--- src/design/lcs_pkg.sv ---
`default_nettype none
package lcs_pkg;
   // register byte offsets
   localparam logic [4:0] OFS_CFG  = 5'h00;
   localparam logic [4:0] OFS_MAP  = 5'h04;
   localparam logic [4:0] OFS_CMD  = 5'h08;
   localparam logic [4:0] OFS_LUTF = 5'h0C;
   localparam logic [4:0] OFS_LUTG = 5'h10;
   localparam logic [4:0] OFS_STAT = 5'h14;
   // cell configuration word fields
   localparam int CFG_MODE   = 0;
   localparam int CFG_LVL    = 2;
   localparam int CFG_WFALL  = 3;
   localparam int CFG_KFALL  = 4;
   localparam int CFG_INIT   = 6;
   localparam int CFG_SREN   = 8;
   localparam int CFG_ECOFF  = 10;
   localparam int CFG_GPIN   = 12;
   localparam int CFG_GINV   = 13;
   localparam int CFG_H0G    = 14;
   localparam int CFG_H2F    = 15;
   localparam int CFG_DSEL   = 16;
   localparam int CFG_BYP    = 20;
   localparam int CFG_BSRC   = 22;
   localparam int CFG_MEMF   = 26;
   localparam int CFG_MEMG   = 27;
   // control map word fields
   localparam int MAP_SEL    = 0;
   localparam int MAP_HTAB   = 8;
   // reset values
   localparam logic [31:0] CFG_RST  = 32'h0000_0000;
   localparam logic [31:0] MAP_RST  = 32'h0000_00E4;
   localparam logic [31:0] CMD_RST  = 32'h0000_0000;
   // internal control signal indices
   localparam int CI_EC   = 0;
   localparam int CI_SR   = 1;
   localparam int CI_DIN  = 2;
   localparam int CI_H1   = 3;
   // storage data source codes
   localparam logic [1:0] DS_F   = 2'h0;
   localparam logic [1:0] DS_G   = 2'h1;
   localparam logic [1:0] DS_H   = 2'h2;
   localparam logic [1:0] DS_DIN = 2'h3;
   typedef enum logic [1:0]
   {
      LCS_LOGIC = 2'h0,
      LCS_SPLIT = 2'h1,
      LCS_DUAL  = 2'h3,
      LCS_WIDE  = 2'h2
   } lcs_mode_t;
endpackage
`default_nettype wire

--- src/design/lcs_lut_if.sv ---
`timescale 1ns/10ps
`default_nettype none
interface lcs_lut_if #(parameter int AW = 4);
   logic                wr;
   logic [AW-1:0]       waddr;
   logic                wdata;
   logic [AW-1:0]       raddr;
   logic                rdata;
   logic                ld;
   logic [(1<<AW)-1:0]  ld_data;
   logic [(1<<AW)-1:0]  contents;
   modport ctl (output wr, waddr, wdata, raddr, ld, ld_data, input rdata, contents);
   modport lut (input wr, waddr, wdata, raddr, ld, ld_data, output rdata, contents);
endinterface
`default_nettype wire

--- src/design/lcs_cell.sv ---
// Behaviour
// - one configuration bit sets power-up, global and local force value per element.
// - set/reset value and local force enable are separate for each element.
// - local set/reset input is active high, no inversion in the cell.
// - global set/reset forces all elements at power-up and when driven.
// - global and local force drive an element to the same value.
// - global source is a pin with optional inversion, or an internal node.
// - each element's data comes from F, G, H or the direct input.
// - each registered output picks element output or a control input bypass.
// - any of four control inputs may drive any internal control signal.
// - logic mode controls are enable, set/reset/H0, direct-in/H2, and H1.
// - memory mode controls are enable, write enable, first and second data.
// - lookup tables serve as 16x2, 32x1 or 16x1 memory.
// - dual-port joins both tables, one write port, always edge timed.
// - two 16x1 memories have own data and shared or separate addresses.
// - one table may be memory while others stay logic.
// - edge mode writes on the selected clock edge; enable gates it.
// - timing mode choice applies to both tables together.
// - single-port tables share one address for read and write.
// - dual-port reads and writes same cycle, equal or different addresses.
// - reads behave the same in every memory mode.
// - reads are combinational lookups with no clock.
// - active edge captures address, data and enable; a pulse then writes.
// - dual-port primary address reads first output and writes both tables.
// - clock enable active high; defaults active when left unconnected.
// - in memory mode table inputs are address lines.
//
// Design decisions made here: the placing of the registers and the Avalon-MM interface to the registers.
`timescale 1ns/10ps
`default_nettype none
module lcs_cell
(
   input wire logic         core_clk,
   input wire logic         rst_n,
   input wire logic [4:0]   avs_address,
   input wire logic         avs_read,
   input wire logic         avs_write,
   input wire logic [31:0]  avs_writedata,
   input wire logic [3:0]   avs_byteenable,
   output logic [31:0]      avs_readdata,
   output logic             avs_waitrequest,
   input wire logic [3:0]   cell_control_inputs,
   input wire logic [3:0]   f_addr_pin,
   input wire logic [3:0]   g_addr_pin,
   input wire logic         cell_clk,
   input wire logic         global_preset_clear,
   output logic             registered_out_x,
   output logic             registered_out_y,
   output logic             f_gen_out,
   output logic             g_gen_out,
   output logic             h_gen_out
);
   localparam int SW = 14;

   logic [SW-1:0] sync_in;
   logic [SW-1:0] sync_a;
   logic [SW-1:0] sync_b;
   logic          k_d;
   logic          k_s;
   logic          gpin_s;
   logic [3:0]    cin_s;
   logic [3:0]    fa_s;
   logic [3:0]    ga_s;
   logic          k_rise;
   logic          k_fall;

   // every cell pin passes two flops first; the Avalon-MM bus pins do not
   assign sync_in = {cell_clk, global_preset_clear, cell_control_inputs, f_addr_pin, g_addr_pin};

   always_ff @(posedge core_clk or negedge rst_n)
   begin
      if (!rst_n)
      begin
         sync_a <= '0;
         sync_b <= '0;
         k_d    <= 1'b0;
      end
      else
      begin
         sync_a <= sync_in;
         sync_b <= sync_a;
         k_d    <= sync_b[13];
      end
   end

   assign k_s    = sync_b[13];
   assign gpin_s = sync_b[12];
   assign cin_s  = sync_b[11:8];
   assign fa_s   = sync_b[7:4];
   assign ga_s   = sync_b[3:0];
   assign k_rise = k_s & ~k_d;
   assign k_fall = ~k_s & k_d;

   // ---------------- register slave ----------------
   logic        ack;
   logic        bus_req;
   logic        bus_wr;
   logic        bus_rd;
   logic [31:0] wmask;
   logic        sel_cfg;
   logic        sel_map;
   logic        sel_cmd;
   logic        sel_lutf;
   logic        sel_lutg;
   logic        sel_stat;
   logic [31:0] cfg;
   logic [31:0] map;
   logic [31:0] cmd;
   logic [31:0] rd_mux;
   logic [31:0] status;

   assign bus_req         = avs_read | avs_write;
   assign avs_waitrequest = bus_req & ~ack;
   assign bus_wr          = avs_write & ack;
   assign bus_rd          = avs_read & ~ack;
   assign wmask = {{8{avs_byteenable[3]}}, {8{avs_byteenable[2]}},
                   {8{avs_byteenable[1]}}, {8{avs_byteenable[0]}}};
   assign sel_cfg  = avs_address == lcs_pkg::OFS_CFG;
   assign sel_map  = avs_address == lcs_pkg::OFS_MAP;
   assign sel_cmd  = avs_address == lcs_pkg::OFS_CMD;
   assign sel_lutf = avs_address == lcs_pkg::OFS_LUTF;
   assign sel_lutg = avs_address == lcs_pkg::OFS_LUTG;
   assign sel_stat = avs_address == lcs_pkg::OFS_STAT;

   function automatic logic [31:0] merge(input logic [31:0] old, input logic [31:0] wd,
                                         input logic [31:0] m);
      merge = (old & ~m) | (wd & m);
   endfunction

   always_ff @(posedge core_clk or negedge rst_n)
   begin
      if (!rst_n)
         ack <= 1'b0;
      else
         ack <= bus_req & ~ack;
   end

   always_ff @(posedge core_clk or negedge rst_n)
   begin
      if (!rst_n)
      begin
         cfg <= lcs_pkg::CFG_RST;
         map <= lcs_pkg::MAP_RST;
         cmd <= lcs_pkg::CMD_RST;
      end
      else if (bus_wr)
      begin
         if (sel_cfg)
            cfg <= merge(cfg, avs_writedata, wmask);
         if (sel_map)
            map <= merge(map, avs_writedata, wmask);
         if (sel_cmd)
            cmd <= merge(cmd, avs_writedata, wmask);
      end
   end

   lcs_lut_if #(.AW(4)) f_if ();
   lcs_lut_if #(.AW(4)) g_if ();

   assign rd_mux = sel_cfg  ? cfg :
                   sel_map  ? map :
                   sel_cmd  ? cmd :
                   sel_lutf ? {16'h0000, f_if.contents} :
                   sel_lutg ? {16'h0000, g_if.contents} :
                   sel_stat ? status : 32'h0000_0000;

   always_ff @(posedge core_clk or negedge rst_n)
   begin
      if (!rst_n)
         avs_readdata <= 32'h0000_0000;
      else if (bus_rd)
         avs_readdata <= rd_mux;
   end

   // ---------------- configuration decode ----------------
   lcs_pkg::lcs_mode_t mode;
   logic       split;
   logic       wide;
   logic       dual;
   logic       memf;
   logic       memg;
   logic       mem_any;
   logic       lvl;
   logic [3:0] ctl_int;
   logic       ec;
   logic       sr_h0;
   logic       din;
   logic       h1i;

   assign mode    = lcs_pkg::lcs_mode_t'(cfg[lcs_pkg::CFG_MODE +: 2]);
   assign split   = mode == lcs_pkg::LCS_SPLIT;
   assign wide    = mode == lcs_pkg::LCS_WIDE;
   assign dual    = mode == lcs_pkg::LCS_DUAL;
   assign memf    = wide | dual | (split & cfg[lcs_pkg::CFG_MEMF]);
   assign memg    = wide | dual | (split & cfg[lcs_pkg::CFG_MEMG]);
   assign mem_any = memf | memg;
   // one timing choice for both tables; dual-port never level timed
   assign lvl     = cfg[lcs_pkg::CFG_LVL] & ~dual;

   genvar c;
   generate
      for (c = 0; c < 4; c++)
      begin : g_cmap
         assign ctl_int[c] = cin_s[map[lcs_pkg::MAP_SEL + 2*c +: 2]];
      end
   endgenerate

   assign ec    = ctl_int[lcs_pkg::CI_EC];
   assign sr_h0 = ctl_int[lcs_pkg::CI_SR];
   assign din   = ctl_int[lcs_pkg::CI_DIN];
   assign h1i   = ctl_int[lcs_pkg::CI_H1];

   // ---------------- memory write path ----------------
   logic       we;
   logic       d0;
   logic       d1;
   logic       local_sr;
   logic       wclk_edge;
   logic       we_f_now;
   logic       we_g_now;
   logic [3:0] wa_g_now;
   logic       wd_g_now;
   logic       cap_wf;
   logic       cap_wg;
   logic [3:0] cap_fa;
   logic [3:0] cap_ga;
   logic       cap_df;
   logic       cap_dg;

   assign we       = mem_any & sr_h0;
   assign d0       = din;
   assign d1       = h1i;
   assign local_sr = ~mem_any & sr_h0;
   assign wclk_edge = cfg[lcs_pkg::CFG_WFALL] ? k_fall : k_rise;
   // in 32x1 the second data line is address bit four
   assign we_f_now = we & memf & (~wide | ~d1);
   assign we_g_now = we & memg & (~wide | d1);
   assign wa_g_now = split ? ga_s : fa_s;
   assign wd_g_now = split ? d1 : d0;

   always_ff @(posedge core_clk or negedge rst_n)
   begin
      if (!rst_n)
      begin
         cap_wf <= 1'b0;
         cap_wg <= 1'b0;
         cap_fa <= 4'h0;
         cap_ga <= 4'h0;
         cap_df <= 1'b0;
         cap_dg <= 1'b0;
      end
      else if (wclk_edge && !lvl)
      begin
         cap_wf <= we_f_now;
         cap_wg <= we_g_now;
         cap_fa <= fa_s;
         cap_ga <= wa_g_now;
         cap_df <= d0;
         cap_dg <= wd_g_now;
      end
      else
      begin
         cap_wf <= 1'b0;
         cap_wg <= 1'b0;
      end
   end

   assign f_if.wr      = lvl ? we_f_now : cap_wf;
   assign f_if.waddr   = lvl ? fa_s : cap_fa;
   assign f_if.wdata   = lvl ? d0 : cap_df;
   assign f_if.raddr   = fa_s;
   assign f_if.ld      = bus_wr & sel_lutf;
   assign f_if.ld_data = (f_if.contents & ~wmask[15:0]) | (avs_writedata[15:0] & wmask[15:0]);
   assign g_if.wr      = lvl ? we_g_now : cap_wg;
   assign g_if.waddr   = lvl ? wa_g_now : cap_ga;
   assign g_if.wdata   = lvl ? wd_g_now : cap_dg;
   assign g_if.raddr   = (split | dual) ? ga_s : fa_s;
   assign g_if.ld      = bus_wr & sel_lutg;
   assign g_if.ld_data = (g_if.contents & ~wmask[15:0]) | (avs_writedata[15:0] & wmask[15:0]);

   lcs_lut #(.AW(4)) u_lut_f
   (
      .core_clk (core_clk),
      .rst_n    (rst_n),
      .p        (f_if.lut)
   );

   lcs_lut #(.AW(4)) u_lut_g
   (
      .core_clk (core_clk),
      .rst_n    (rst_n),
      .p        (g_if.lut)
   );

   // ---------------- function generator outputs ----------------
   logic       f_rd;
   logic       g_rd;
   logic       h_rd;
   logic       h0;
   logic       h2;
   logic [7:0] htab;

   assign f_rd = wide ? (d1 ? g_if.rdata : f_if.rdata) : f_if.rdata;
   assign g_rd = g_if.rdata;
   assign h0   = cfg[lcs_pkg::CFG_H0G] ? g_rd : sr_h0;
   assign h2   = cfg[lcs_pkg::CFG_H2F] ? f_rd : din;
   assign htab = map[lcs_pkg::MAP_HTAB +: 8];
   assign h_rd = htab[{h2, h1i, h0}];

   assign f_gen_out = f_rd;
   assign g_gen_out = g_rd;
   assign h_gen_out = h_rd;

   // ---------------- global force ----------------
   logic pwr_up;
   logic gsr_src;
   logic force_g;

   always_ff @(posedge core_clk or negedge rst_n)
   begin
      if (!rst_n)
         pwr_up <= 1'b1;
      else
         pwr_up <= 1'b0;
   end

   assign gsr_src = cfg[lcs_pkg::CFG_GPIN] ? (gpin_s ^ cfg[lcs_pkg::CFG_GINV]) : cmd[0];
   assign force_g = gsr_src | pwr_up;

   // ---------------- storage elements ----------------
   logic [1:0] q_e;
   logic [1:0] reg_out;
   logic [3:0] dsrc;

   assign dsrc = {din, h_rd, g_rd, f_rd};

   genvar e;
   generate
      for (e = 0; e < 2; e++)
      begin : g_elem
         logic edge_en;
         logic ce_e;
         logic d_e;
         logic [1:0] dsel;
         logic [1:0] bsrc;

         assign edge_en = cfg[lcs_pkg::CFG_KFALL + e] ? k_fall : k_rise;
         assign ce_e    = cfg[lcs_pkg::CFG_ECOFF + e] | ec;
         assign dsel    = cfg[lcs_pkg::CFG_DSEL + 2*e +: 2];
         assign d_e     = dsrc[dsel];
         assign bsrc    = cfg[lcs_pkg::CFG_BSRC + 2*e +: 2];
         assign reg_out[e] = cfg[lcs_pkg::CFG_BYP + e] ? cin_s[bsrc] : q_e[e];

         lcs_store u_store
         (
            .core_clk (core_clk),
            .rst_n    (rst_n),
            .edge_en  (edge_en),
            .ce       (ce_e),
            .d        (d_e),
            .init_val (cfg[lcs_pkg::CFG_INIT + e]),
            .force_g  (force_g),
            .force_l  (local_sr & cfg[lcs_pkg::CFG_SREN + e]),
            .q        (q_e[e])
         );
      end
   endgenerate

   assign registered_out_x = reg_out[0];
   assign registered_out_y = reg_out[1];

   assign status = {24'h000000, h_rd, g_rd, f_rd, lvl, q_e, reg_out[1], reg_out[0]};

   // ---------------- checks ----------------
   AST_PWR_INIT: assert property (@(posedge core_clk) disable iff (!rst_n)
      pwr_up |-> (q_e[0] == cfg[lcs_pkg::CFG_INIT]) && (q_e[1] == cfg[lcs_pkg::CFG_INIT + 1]))
      else $error("elements not at configured value after reset");

   AST_GSR_BOTH: assert property (@(posedge core_clk) disable iff (!rst_n)
      gsr_src |-> (q_e[0] == cfg[lcs_pkg::CFG_INIT]) && (q_e[1] == cfg[lcs_pkg::CFG_INIT + 1]))
      else $error("global force gave wrong value");

   AST_LOCAL_SR: assert property (@(posedge core_clk) disable iff (!rst_n)
      (local_sr && cfg[lcs_pkg::CFG_SREN]) [*2] |-> q_e[0] == cfg[lcs_pkg::CFG_INIT])
      else $error("local force did not hold element");

   AST_EDGE_WR: assert property (@(posedge core_clk) disable iff (!rst_n)
      (wclk_edge && !lvl && we_f_now) |=> f_if.wr && (f_if.waddr == $past(fa_s)))
      else $error("edge write not issued one cycle after edge");

   AST_WE_ONLY: assert property (@(posedge core_clk) disable iff (!rst_n)
      (!lvl && !$past(lvl) && f_if.wr) |-> $past(wclk_edge && we_f_now))
      else $error("edge write without enable at edge");

   AST_LEVEL: assert property (@(posedge core_clk) disable iff (!rst_n)
      (lvl && we_g_now) |-> g_if.wr && (g_if.waddr == wa_g_now))
      else $error("level write not following strobe");

   AST_DUAL: assert property (@(posedge core_clk) disable iff (!rst_n)
      (dual && f_if.wr) |-> g_if.wr && (g_if.waddr == f_if.waddr) && !lvl)
      else $error("dual-port write not to both tables");

   AST_DUAL_READ: assert property (@(posedge core_clk) disable iff (!rst_n)
      dual |-> (g_gen_out == g_if.contents[ga_s]) && (f_gen_out == f_if.contents[fa_s]))
      else $error("dual-port read output wrong");
endmodule
`default_nettype wire

--- src/design/lcs_lut.sv ---
`timescale 1ns/10ps
`default_nettype none
module lcs_lut #(parameter int AW = 4)
(
   input wire logic  core_clk,
   input wire logic  rst_n,
   lcs_lut_if.lut    p
);
   localparam int DEPTH = 1 << AW;
   logic mem [DEPTH];

   genvar i;
   generate
      for (i = 0; i < DEPTH; i++)
      begin : g_cell
         always_ff @(posedge core_clk or negedge rst_n)
         begin
            if (!rst_n)
               mem[i] <= 1'b0;
            else if (p.ld)
               mem[i] <= p.ld_data[i];
            else if (p.wr && p.waddr == AW'(i))
               mem[i] <= p.wdata;
         end
         assign p.contents[i] = mem[i];
      end
   endgenerate

   // read is a pure lookup, no clock
   assign p.rdata = mem[p.raddr];

   AST_WRITE_LANDS: assert property (@(posedge core_clk) disable iff (!rst_n)
      (p.wr && !p.ld) |=> p.contents[$past(p.waddr)] == $past(p.wdata))
      else $error("memory write did not land");
endmodule
`default_nettype wire

--- src/design/lcs_store.sv ---
`timescale 1ns/10ps
`default_nettype none
module lcs_store
(
   input wire logic  core_clk,
   input wire logic  rst_n,
   input wire logic  edge_en,
   input wire logic  ce,
   input wire logic  d,
   input wire logic  init_val,
   input wire logic  force_g,
   input wire logic  force_l,
   output logic      q
);
   logic q_reg;
   logic force_any;

   assign force_any = force_g | force_l;
   // forcing overrides clock enable and data while held
   assign q = force_any ? init_val : q_reg;

   always_ff @(posedge core_clk or negedge rst_n)
   begin
      if (!rst_n)
         q_reg <= 1'b0;
      else if (force_any)
         q_reg <= init_val;
      else if (edge_en && ce)
         q_reg <= d;
   end

   AST_EC_HOLD: assert property (@(posedge core_clk) disable iff (!rst_n)
      (!ce && !force_any) |=> $stable(q_reg))
      else $error("storage changed without clock enable");
endmodule
`default_nettype wire
--- config.mk ---
export PLATFORM = sky130hd
export DESIGN_NAME = lcs_cell
export DESIGN_NICKNAME = d
export VERILOG_FILES = /design/src/design/lcs_pkg.sv /design/src/design/lcs_lut_if.sv /design/src/design/lcs_cell.sv /design/src/design/lcs_lut.sv /design/src/design/lcs_store.sv
export SDC_FILE = /design/constraint.sdc
export NUM_CORES = 1
export LEC_CHECK = 0
export BUFFER_PORTS_ARGS = -buffer_cell sky130_fd_sc_hd__buf_2
export CAP_MARGIN = 20
export CORE_MARGIN = 2
export CORE_UTILIZATION = 50
export CTS_BUF_LIST = sky130_fd_sc_hd__clkbuf_4
export DETAILED_ROUTE_END_ITERATION = 10
export PLACE_DENSITY = 0.75
export RECOVER_POWER = 100
export SLEW_MARGIN = 40
export SYNTH_ARGS = -nofsm -noshare
export SYNTH_HDL_FRONTEND = slang
export SYNTH_SLANG_ARGS = --single-unit
export TNS_END_PERCENT = 10
--- constraint.sdc ---
create_clock -name core_clk -period 2.5 [get_ports core_clk]
set_clock_uncertainty 0.15 [all_clocks]
set_input_delay 0.25 -clock core_clk [delete_from_list [all_inputs] [get_ports core_clk]]
set_output_delay 0.25 -clock core_clk [all_outputs]
set_load 0.05 [all_outputs]
Yosys cells after proc, flatten, opt, wreduce, memory -nomap -nowiden
Index checks and enable logic that the tools add are counted.
Operators by class
  magnitude comparators: 11
  equality and inequality tests: 38
  mux-type cells: 121
  bitwise logic cells: 55
  reduce and logical (&&, ||, !) cells: 76
Operators with widths (number)
  $and 32x32->32: 4
  $mux 1: 100
  $mux 32: 3
  $or 32x32->32: 3
  $reduce_bool 2->1: 34
  $eq 4x4->1 const B: 16
  $and 16x16->16: 3
  $logic_and 1x1->1: 35
  $eq 4x3->1 const B: 8
  $mux 16: 2
  $not 32->32: 1
  $or 16x16->16: 2
  $lt 2x3->1 const B: 8
  $and 1x1->1: 18
  $bmux 1 s2: 8
  $eq 4x2->1 const B: 4
  $mux 4: 4
  $not 16->16: 1
  $or 1x1->1: 13
  $eq 5x4->1 const B: 2
  $eq 5x5->1 const B: 2
  $ge 5x5->1 const B: 2
  $not 4->5: 2
  $bmux 1 s4: 2
  other kinds (13): 24
Storage, ports and cells
  register bits after elaboration: 205

Depth between registers and ports, before layout
Gate-level depths: netlist of run 1.
  depth in word-level cells: 18
  gate-level depth with buffers: 10
  mapped depth without buffers: 8

Hierarchy
A second synthesis of run 1 with hierarchy kept.
Second synthesis, totals
  cell total of the unflattened synthesis: 974
  area, all modules: 10346.2 µm²
Modules (own cells, without submodules)
  lcs_cell: times used 1, cells an instance 726, area each 8059.0 µm², sequential area each 4285.4 µm²
  lcs_lut: times used 2, cells an instance 117, area each 1066.0 µm², sequential area each 400.4 µm²
  lcs_store: times used 2, cells an instance 7, area each 77.6 µm², sequential area each 25.0 µm²

Worst setup path after synthesis of run 1
Ideal clock, no wire load.
  kind: register to register
  start: register (tool-made name)
  end: register avs_readdata[7]
  setup time: 69 ps
  arrival time: 3165 ps
  data required time: 2281 ps
  path slack: -884 ps
  stages on the path, launching flop included: 9
  buffers on the path: 0
  clock period less this slack: 3384 ps
  cells stage by stage: dfrtp_1 -> mux2_2 -> mux2i_1 -> a32oi_1 -> nand3_1 -> o211ai_1 -> mux2_1 -> o41ai_2 -> o21a_1
RTL lines
  end signal: assignment: RTL line lcs_cell.sv:172  | avs_readdata <= rd_mux;
  end: declaration: RTL line lcs_cell.sv:40  | output logic [31:0] avs_readdata,

==> key figures, run 1 <==
Yosys
  • Synth Register Bits: 205
  • Syn_area_per_cell: 10.7 µm²
  • Cell area after synthesis: roughly 10000 µm²
  • Ys async rst share: 100%
  • Library cells used by synthesis: 62
  • Post-synth top flop: dfrtp_1
  • Cells after Synth: 953
  • Net Count, Synth: about 1000
  • EDFF count, synth: 0
  • Sequential fraction of the synthesis area: a little over 50%
  • Number of synthesis warnings: 0

Floorplanning
  • IO Count: between 90 and 100
  • Core area: approximately 20000 µm²
  • Initial Utilization: between 50% and 60%
  • Num rows: 52
  • Die Y: 147 µm
  • Die Span X: 147 µm
  • Die area: 21500 µm²

GRT
  • Vias in the first global route: a little over 9000
  • Gr ovfl total: 0
  • Largest net degree at the start of global routing: 54
  • GRT Util Overall: 29.7%
  • First-pass GRT wire length: ~50000 µm
  • Initial antenna violation count: 1

Status
  • Failing checks: capacitance limit, slew limit, setup timing
  • Status: complete, but fails checks

STA
  • Minimum clock period: approximately 3.4 ns
  • Hold violation count in the final report: 0
  • Highest clock rate: 291 MHz
  • Fin crit share: 138%
  • Worst slew margin: -2.37%
  • Final worst slack: -0.939 ns
  • Least-Margin Pin Slew: between 1.5 and 2 ns
  • RSZ-0062 raised after global routing: yes
  • Slew Viols, Final: 53
  • Finish-stage setup viols: between 50 and 60

Setup path
  • Reg2reg setup slack: -0.51 ns
  • CP max stage cell: dfrtp_2
  • Crit path max fanout: 7
  • Crit path capture type: output port
  • Worst endpoint required time: roughly 2.1 ns
  • Worst endpoint data arrival time: just over 3 ns
  • Bufs and invs on worst path: 1
  • Cell Chain, Critical Path: mux2i_4 > mux2i_1 > a32oi_2 > nand2_2 > o211ai_1 > mux2_4 > o41ai_4 > buf_6
  • CP max stage delay: approximately 0.41 ns
  • Delay-heaviest family, CP: multiplexers
  • Critical path launch point type: flop
  • Kind of critical path: reg -> out

Layout
  • Commonest non-fill, non-tap cell in the layout: dfrtp_1
  • NumNets Final: around 1300
  • Fraction of layout cells with a size suffix above 1: between 30% and 40%
  • Area Growth Syn to Fin: 30.5%
  • Post-layout util: 66.1%
  • Fillers: 1529
  • Commonest non-fill, non-tap cells in the layout: dfrtp_1 (196), buf_4 (112), mux2_2 (103)

Clock network
  • Clk slew on worst S/H paths: around 0.06 ns
  • CTS Buf Count: 55
  • Clk buf depth: 3
  • H-tree Lvls: 2
  • CTS tree: yes
  • CTS Root Cell: clkbuf_4
  • TritonCTS Sinks: a little over 200
  • Clk_lat worst skew: roughly 0.70 ns

Placed design
  • PortBufs: 96
  • Post-place setup slack: -0.514 ns
  • Post-DP HPWL: about 22000 µm
  • Routability cong.: approximately 0.97

Worst hold path
  • Hold Path Class: in -> reg

Power
  • Peak VDD IR: ~0.45 mV
  • Design Power: a little under 0.009 W
  • Pwr/cell area: about 660 nW/µm²
  • Leak: slightly above 6 nW

Job
  • Max Cap Viol: 1

Drt
  • Vias per inst: between 5 and 6
  • Wire per inst: approximately 20 µm
  • DRC: 0
  • Vias: between 9000 and 10000
  • Routed WL: 31700 µm
  • Drt pass-1 iters: 6
  • Initial DRC Count: about 940
  • Routed Antenna Nets: 0
[power breakdown]
part | internal, W | switching [W]
Clock | 0.00142 | 0.00138
Sequential | 0.00364 | 0.000261
Combinational | 0.000903 | 0.00116
[metrics by stage]
stage          instance area [µm²]  hold slack [ns]  instances  setup TNS (ns)
3_5_place_dp                 11800            0.154       1394          -10.03
2_1_floorplan                10200           -0.196        953           -2.07
3_3_place_gp                 11800            0.153       1394           -8.37
5_1_grt                      13300           0.0133       1548          -25.63
4_1_cts                      13200          0.00862       1544           -7.61
6_report                     13300           0.0413       1548          -16.26
[cell families (layout without fill, tap and decap cells)]
group,after synthesis,count (layout),synth area share [%]
compound gates,219,219,15.0
xor+xnor,1,1,0.0861
buf+inv,69,392,2.73
flops,205,205,50.5
mux,159,159,18.5
other cells,1,3,0.0368
simple gates,299,299,13.2
[layer usage]
metal | global-route usage (%) | share of wire (%) | routed length, µm | vias to the layer above
li1 | - | - | - | 4068
met3 | 9.19 | 11 | 3360 | 82
met1 | 38.6 | 39 | 12500 | 4382
met5 | 0 | 0 | 0 | -
met4 | 12.1 | 3.3 | 1030 | 0
met2 | 46.5 | 47 | 14900 | 484
[cells in the mapped netlist, types with 9 or more instances]
cell | n | share of area, %
clkbuf_1 | 38 | 1.4
nand3_1 | 11 | 0.54
o21ai_0 | 60 | 3.0
a22oi_1 | 14 | 1.0
dfrtp_1 | 200 | 49
mux2i_1 | 35 | 3.4
o32a_1 | 12 | 1.2
nor3_1 | 20 | 0.98
a221oi_1 | 9 | 0.77
nor2_1 | 100 | 3.7
mux4_2 | 11 | 2.4
a21oi_1 | 35 | 1.7
inv_1 | 21 | 0.77
nand2_1 | 106 | 3.9
nor2b_1 | 20 | 1.2
a22o_1 | 19 | 1.6
mux2_2 | 109 | 12
[final timing paths]
| check | cells past startpoint | to | start |
|---|---|---|---|
| min in group asynchronous | 3 | cap_fa[0] | rst_n |
| worst max register to register | 8 | g_elem[1].u_store.q_reg | flop |
| worst min-delay path | 4 | flop | avs_byteenable[0] |
| worst min register to register | 0 | sync_b[9] | sync_a[9] |
| worst max-delay path | 8 | h_gen_out | flop |
| max in group asynchronous | 4 | avs_readdata[7] | rst_n |
[repair_timing]
item / CTS / global route
pin swaps: 24 / 10
hold buffers: 53 / 0
hold endpoints to repair: 346 / 0
resized for setup: 57 / 35
endpoints found under the setup margin: 44 / 46
buffers inserted: 6 / 2
[final cells by class]
type                       count  area, µm²  share of cell area (%)
clock buffer                  78        586                    4.41
sequential                   205       5140                    38.7
clock inverter                13       58.8                   0.443
tap                          270        338                    2.54
timing repair buffer         280       1990                    15.0
antenna                        2       5.00                  0.0377
multi-input combinational    679       5080                    38.3
inverter                      21       78.8                   0.593
[worst min-delay path, cell delays in order]
cell     delay (ns)
buf_2          0.16
and2_1         0.24
nor2_1         0.12
a22oi_1        0.07
(Power assumes the default switching activity.)
==> inputs of run 2 (changes only) <==
BUFFER_PORTS_ARGS = -buffer_cell sky130_fd_sc_hd__buf_4   (was -buffer_cell sky130_fd_sc_hd__buf_2)
==> key figures, run 2 (same netlist as run 1, synthesis figures left out) <==
Drt
  • Wire per inst: 19.7 µm (-3.9%)
  • Vias per inst: 5.81 (-0.25%)
  • DRC: 0 (unchanged)
  • Routed WL: 30100 µm (-4.9%)
  • Initial DRC Count: 970 (+3.7%)
  • Routed Antenna Nets: 0 (unchanged)
  • Vias: 8895 (-1.3%)
  • Drt pass-1 iters: 6 (unchanged)

Layout
  • Commonest non-fill, non-tap cells in the layout: dfrtp_1 (198), buf_4 (134), mux2_2 (104)
  • Area Growth Syn to Fin: 31.1%
  • Final cell count without fillers: 1531 (-1.1%)
  • Fraction of layout cells with a size suffix above 1: 34.7% (-1.1 points)
  • Fillers: 1563 (+2.2%)
  • Post-layout util: 66.3% (+0.28 points)
  • Commonest non-fill, non-tap cell in the layout: dfrtp_1
  • NumNets Final: 1279 (-1.7%)
  • Post-route cell area: 13300 µm² (+0.42%)

Floorplanning
  • Num rows: 52 (unchanged)
  • Die Y: 147 µm (unchanged)
  • IO Count: 97 (unchanged)
  • Initial Utilization: 50.6% (unchanged)
  • Die Span X: 147 µm (unchanged)
  • Die area: 21500 µm² (unchanged)
  • Core area: 20100 µm² (unchanged)

STA
  • Minimum clock period: 3.45 ns (+0.00590 ns)
  • RSZ-0062 raised after global routing: yes
  • Finish-stage setup viols: 44 (-24%)
  • Highest clock rate: 290 MHz (-0.17%)
  • Fin crit share: 138% (+0.24 points)
  • Least-Margin Pin Slew: 1.97 ns (+0.438 ns)
  • Slew Viols, Final: 207 (+290%)
  • Setup_tns: -7.93 ns (+8.33 ns)
  • Final worst slack: -0.945 ns (-0.00590 ns)
  • Worst slew margin: -31.6% (-29 points)
  • Hold violation count in the final report: 0 (unchanged)

GRT
  • Vias in the first global route: 8809 (-3.5%)
  • Largest net degree at the start of global routing: 124 (+130%)
  • First-pass GRT wire length: 47000 µm (-5.3%)
  • GRT Util Overall: 27.9% (-1.8 points)
  • Initial antenna violation count: 1 (unchanged)
  • Gr ovfl total: 0 (unchanged)

Setup path
  • Kind of critical path: reg -> out
  • CP max stage delay: 0.44 ns (+0.03 ns)
  • Critical path launch point type: flop
  • Worst endpoint data arrival time: 3.05 ns (about the same)
  • R2R depth: 10 (+2)
  • Crit path capture type: output port
  • CP max stage cell: dfrtp_2
  • Worst endpoint required time: 2.10 ns (about the same)
  • Crit path max fanout: 7 (unchanged)
  • Top cell by count, worst path: nand2_1
  • Cell Chain, Critical Path: mux2i_4 > nand2_1 > a32oi_2 > nand2_1 > o211ai_1 > mux2_4 > o41ai_4 > buf_6

Clock network
  • TritonCTS Sinks: 205 (unchanged)
  • H-tree Lvls: 2 (unchanged)
  • CTS tree: yes
  • Clk buf depth: 3 (unchanged)
  • Clk slew on worst S/H paths: 0.07 ns (about the same)
  • CTS Root Cell: clkbuf_4
  • CTS Buf Count: 53 (-3.6%)
  • Clk_lat worst skew: 0.69 ns (about the same)

Power
  • Leak: 6.09 nW (+0.27%)
  • Pwr/cell area: 656 nW/µm² (-0.58%)
  • Peak VDD IR: 0.323 mV (-28%)

Worst hold path
  • Hold Path Class: in -> reg
  • Worst Hold Depth: 4 (unchanged)

Job
  • Max Cap Viol: 2 (+1)

Placed design
  • Placed Area: 11900 µm² (+1.1%)
  • Routability cong.: 0.968 (-0.67%)
  • Post-DP HPWL: 21500 µm (-3.2%)
  • Placed instance count: 1378 (-1.1%)
  • PortBufs: 96 (unchanged)

Status
  • Failing checks: capacitance limit, slew limit, setup timing
  • Status: complete, but fails checks
-- run 2: changes by cell type in the layout (fill, tap and decap cells not counted), moves of 5 or more --
cell	delta
buf_2	-54
clkinv_1	+6
clkbuf_2	-5
buf_6	+8
clkbuf_4	+7
nand2_1	-5
buf_4	+22
-- run 2: power by group --
group / switching (W) / internal (W) / total [W]
combinational: 0.00113 / 0.000892 / 0.00203
sequential: 0.000263 / 0.00364 / 0.00390
clock: 0.00137 / 0.00146 / 0.00283
-- run 2: path summary, 6_finish.rpt --
| path | start | endpoint | slack, ns |
|---|---|---|---|
| max | flop | h_gen_out | -0.95 |
| min | avs_address[2] | avs_readdata[31] | 0.08 |
| max reg2reg | sync_b[6] | g_elem[1].u_store.q_reg | -0.45 |
| min reg2reg | sync_a[5] | sync_b[5] | 0.19 |
| max in group asynchronous | rst_n | asynchronous set/reset pin | 0.37 |
| min in group asynchronous | rst_n | sync_b[5] | 0.52 |
-- run 2: critical path, delay by kind of cell (launching register included) --
family          cells  cell delay [ns]
simple gates        2             0.22
flops               1             0.44
mux                 2             0.72
compound gates      3             0.79
buf+inv             1             0.21
-- run 2: area by class of cell --
cell class	instances	area, µm²	area share [%]
clock buffers	73	548	4.11
well taps	270	338	2.53
inverters	21	78.8	0.591
flip-flops and latches	205	5140	38.5
repair buffers	260	2000	15.0
diodes	2	5.00	0.0375
clock inverters	21	113	0.844
multi-input cells	679	5120	38.4
-- run 2: what timing repair did --
action / in CTS / in global routing
buffers inserted: 3 / 3
resized for setup: 67 / 36
hold buffers: 51 / 0
endpoints found under the setup margin: 42 / 45
pin swaps: 21 / 14
hold endpoints to repair: 361 / 0
-- run 2: routing by layer --
| metal | vias to the layer above | global-route usage, % | wire [µm] |
|---|---|---|---|
| li1 | 4052 | - | - |
| met1 | 4349 | 38.3 | 12400 |
| met2 | 403 | 44.5 | 14200 |
| met3 | 91 | 4.97 | 2470 |
| met4 | 0 | 10.6 | 1000 |
| met5 | - | 0 | 0 |
-- run 2: metrics by stage --
| stage | total power, W | setup slack [ns] | hold slack (ns) |
|---|---|---|---|
| final | 0.00875 | -0.945 | 0.0842 |
| after global routing | 0.00915 | -1.04 | 0.0550 |
| after CTS | 0.00878 | -1.03 | 0.0347 |
| after detailed placement | 0.00579 | -0.444 | 0.178 |
| after global placement | 0.00573 | -0.403 | 0.170 |
| after floorplan | 0.00497 | -0.397 | -0.196 |
==> inputs of run 3 (changes only) <==
CORE_UTILIZATION = 56   (was 50)
PLACE_DENSITY = 0.82   (was 0.75)
RECOVER_POWER = 50   (was 100)
==> key figures, run 3 (same netlist as run 1, synthesis figures left out) <==
Floorplanning
  • Core area: 17900 µm² (-11%)
  • Initial Utilization: 56.8% (+6.2 points)
  • Die area: 19300 µm² (-10%)
  • Die Y: 139 µm (-5.4%)
  • Num rows: 49 (-5.8%)
  • IO Count: 97 (unchanged)
  • Die Span X: 139 µm (-5.4%)

Status
  • Status: complete, but fails checks
  • Failing checks: capacitance limit, slew limit, setup timing

Worst hold path
  • Worst Hold Depth: 2 (-2)
  • Hold Path Class: in -> reg
  • Min-Delay Startpoint: cell_control_inputs[1]
  • WHS Endpoint: sync_a[9]

Layout
  • Multi-input combinational cell area: 5130 µm² (+0.12%)
  • Commonest non-fill, non-tap cells in the layout: dfrtp_1 (198), buf_4 (170), mux2_2 (105)
  • Fillers: 1129 (-28%)
  • Commonest non-fill, non-tap cell in the layout: dfrtp_1
  • NumNets Final: 1279 (unchanged)
  • Fraction of layout cells with a size suffix above 1: 38.7% (+4.0 points)
  • Register area: 5140 µm² (unchanged)
  • Post-route cell area: 13500 µm² (+1.4%)
  • Area Growth Syn to Fin: 32.9%

GRT
  • GRT Util Overall: 33.5% (+5.6 points)
  • Largest net degree at the start of global routing: 65 (-48%)
  • Initial antenna violation count: 1 (unchanged)
  • Vias in the first global route: 9517 (+8.0%)
  • First-pass GRT wire length: 50900 µm (+8.2%)
  • Gr ovfl total: 0 (unchanged)

STA
  • Least-Margin Pin Slew: 1.64 ns (-0.332 ns)
  • Worst slew margin: -9.43% (+22 points)
  • Setup_tns: -9.83 ns (-1.90 ns)
  • Hold violation count in the final report: 0 (unchanged)
  • Slew Viols, Final: 65 (-69%)
  • Worst hold margin: 0.0812 ns (-0.00300 ns)
  • Finish-stage setup viols: 44 (unchanged)
  • Minimum clock period: 3.52 ns (+0.0707 ns)
  • RSZ-0062 raised after global routing: yes
  • Fin crit share: 141% (+2.8 points)
  • Highest clock rate: 284 MHz (-2.0%)
  • Final worst slack: -1.02 ns (-0.0707 ns)

Setup path
  • Critical path launch point type: flop
  • Crit path capture type: output port
  • Worst endpoint required time: 2.10 ns (about the same)
  • Crit path max fanout: 8 (+1)
  • R2R depth: 8 (-2)
  • Reg2reg setup slack: -0.44 ns (about the same)
  • Kind of critical path: reg -> out
  • Worst endpoint data arrival time: 3.12 ns (+0.07 ns)
  • Reg2reg start: sync_b[5]
  • Crit Reg-Reg Endpoint: g_elem[1].u_store.q_reg

Power
  • Pwr/cell area: 657 nW/µm² (+0.17%)
  • Sw power: 0.00281 W (+1.7%)
  • Comb pwr share: 23.6% (+0.4 points)
  • Peak VDD IR: 0.407 mV (+26%)
  • Flop pwr share: 44.0% (-0.6 points)
  • Clock Power Share: 32.4% (about the same)
  • Internal power: 0.00607 W (+1.5%)
  • Leak: 6.29 nW (+3.3%)
  • Switch share: 31.7% (+0.058 points)

Clock network
  • H-tree Lvls: 2 (unchanged)
  • Clk slew on worst S/H paths: 0.07 ns (about the same)
  • CTS Buf Count: 52 (-1.9%)
  • CTS Root Cell: clkbuf_4
  • Clk_lat worst skew: 0.70 ns (about the same)
  • TritonCTS Sinks: 205 (unchanged)
  • CTS tree: yes
  • Clk buf depth: 3 (unchanged)

Drt
  • Routed WL: 32500 µm (+7.8%)
  • Initial DRC Count: 968 (-0.21%)
  • Routed Antenna Nets: 0 (unchanged)
  • Vias: 9263 (+4.1%)
  • Vias per inst: 6.22 (+7.0%)
  • Drt pass-1 iters: 6 (unchanged)
  • Wire per inst: 21.8 µm (+11%)
  • DRC: 0 (unchanged)

Placed design
  • Placed Area: 12000 µm² (+0.26%)
  • PortBufs: 96 (unchanged)
  • Routability cong.: 0.972 (+0.40%)
  • Post-DP HPWL: 21700 µm (+1.2%)

Job
  • Max Cap Viol: 1 (-1)
==> run 3: changes by cell type in the layout (fill, tap and decap cells not counted), sizes merged <==
cell and delta:
clkinvlp +1, clkinv -4, diode -1, clkbuf -37
buf +40, dlygate4sd3 +1
==> run 3: final cells by class <==
cell class | instances | share of cell area, %
clock inverter | 18 | 0.759
antenna | 1 | 0.0185
timing repair buffer | 261 | 16.4
inverter | 21 | 0.583
multi-input combinational | 679 | 37.9
tap | 229 | 2.12
sequential | 205 | 38.0
clock buffer | 76 | 4.22
==> run 3: worst max-delay path by stage <==
stage | start | endpoint | slack, ns
floorplan | sync_b[4] | g_elem[1].u_store.q_reg | -0.40
global placement | sync_b[4] | h_gen_out | -0.38
detailed placement | sync_b[4] | g_elem[1].u_store.q_reg | -0.48
CTS | flop | h_gen_out | -1.03
global route | flop | h_gen_out | -1.12
finish | flop | h_gen_out | -1.02
==> run 3: worst max-delay path: stages (launching register included) <==
cell      delay (ns)
dfrtp_2         0.46
buf_6           0.16
nand2b_1        0.11
o32ai_1         0.11
buf_4           0.16
a32oi_2         0.18
nand2_1         0.12
o211ai_1        0.26
mux2_4          0.34
o41ai_4         0.33
buf_6           0.22
==> run 3: power by group through the flow <==
stage | Combinational (W) | Sequential (W) | Clock, W
detailed placement | 0.00186 | 0.00395 | 0
global route | 0.00222 | 0.00394 | 0.00310
CTS | 0.00204 | 0.00389 | 0.00292
floorplan | 0.000946 | 0.00402 | 0
global placement | 0.00181 | 0.00394 | 0
finish | 0.00210 | 0.00391 | 0.00288
==> run 3: metal layers <==
layer / global-route usage [%] / wire (µm) / share of wire (%) / up-vias
met5: 0 / 0 / 0 / -
met4: 13.5 / 1230 / 3.8 / 0
met3: 9.53 / 3350 / 10 / 112
met2: 54.7 / 15600 / 48 / 551
met1: 42.4 / 12400 / 38 / 4564
li1: - / - / - / 4036
==> run 3: timing repair <==
action | CTS | global route
resized for setup | 83 | 22
pin swaps | 20 | 4
buffers inserted | 3 | 0
hold buffers | 53 | 0
endpoints found under the hold margin | 348 | 0
endpoints found under the setup margin | 43 | 45
==> run 3: stage by stage <==
step                      setup slack, ns  power, W  cells  utilization, %
after detailed placement           -0.476   0.00581   1339            66.9
after global routing                -1.12   0.00926   1490            75.5
after global placement             -0.384   0.00575   1339            66.9
after CTS                           -1.03   0.00885   1489            75.4
after floorplan                    -0.397   0.00497    953               -
final                               -1.02   0.00889   1490            75.5
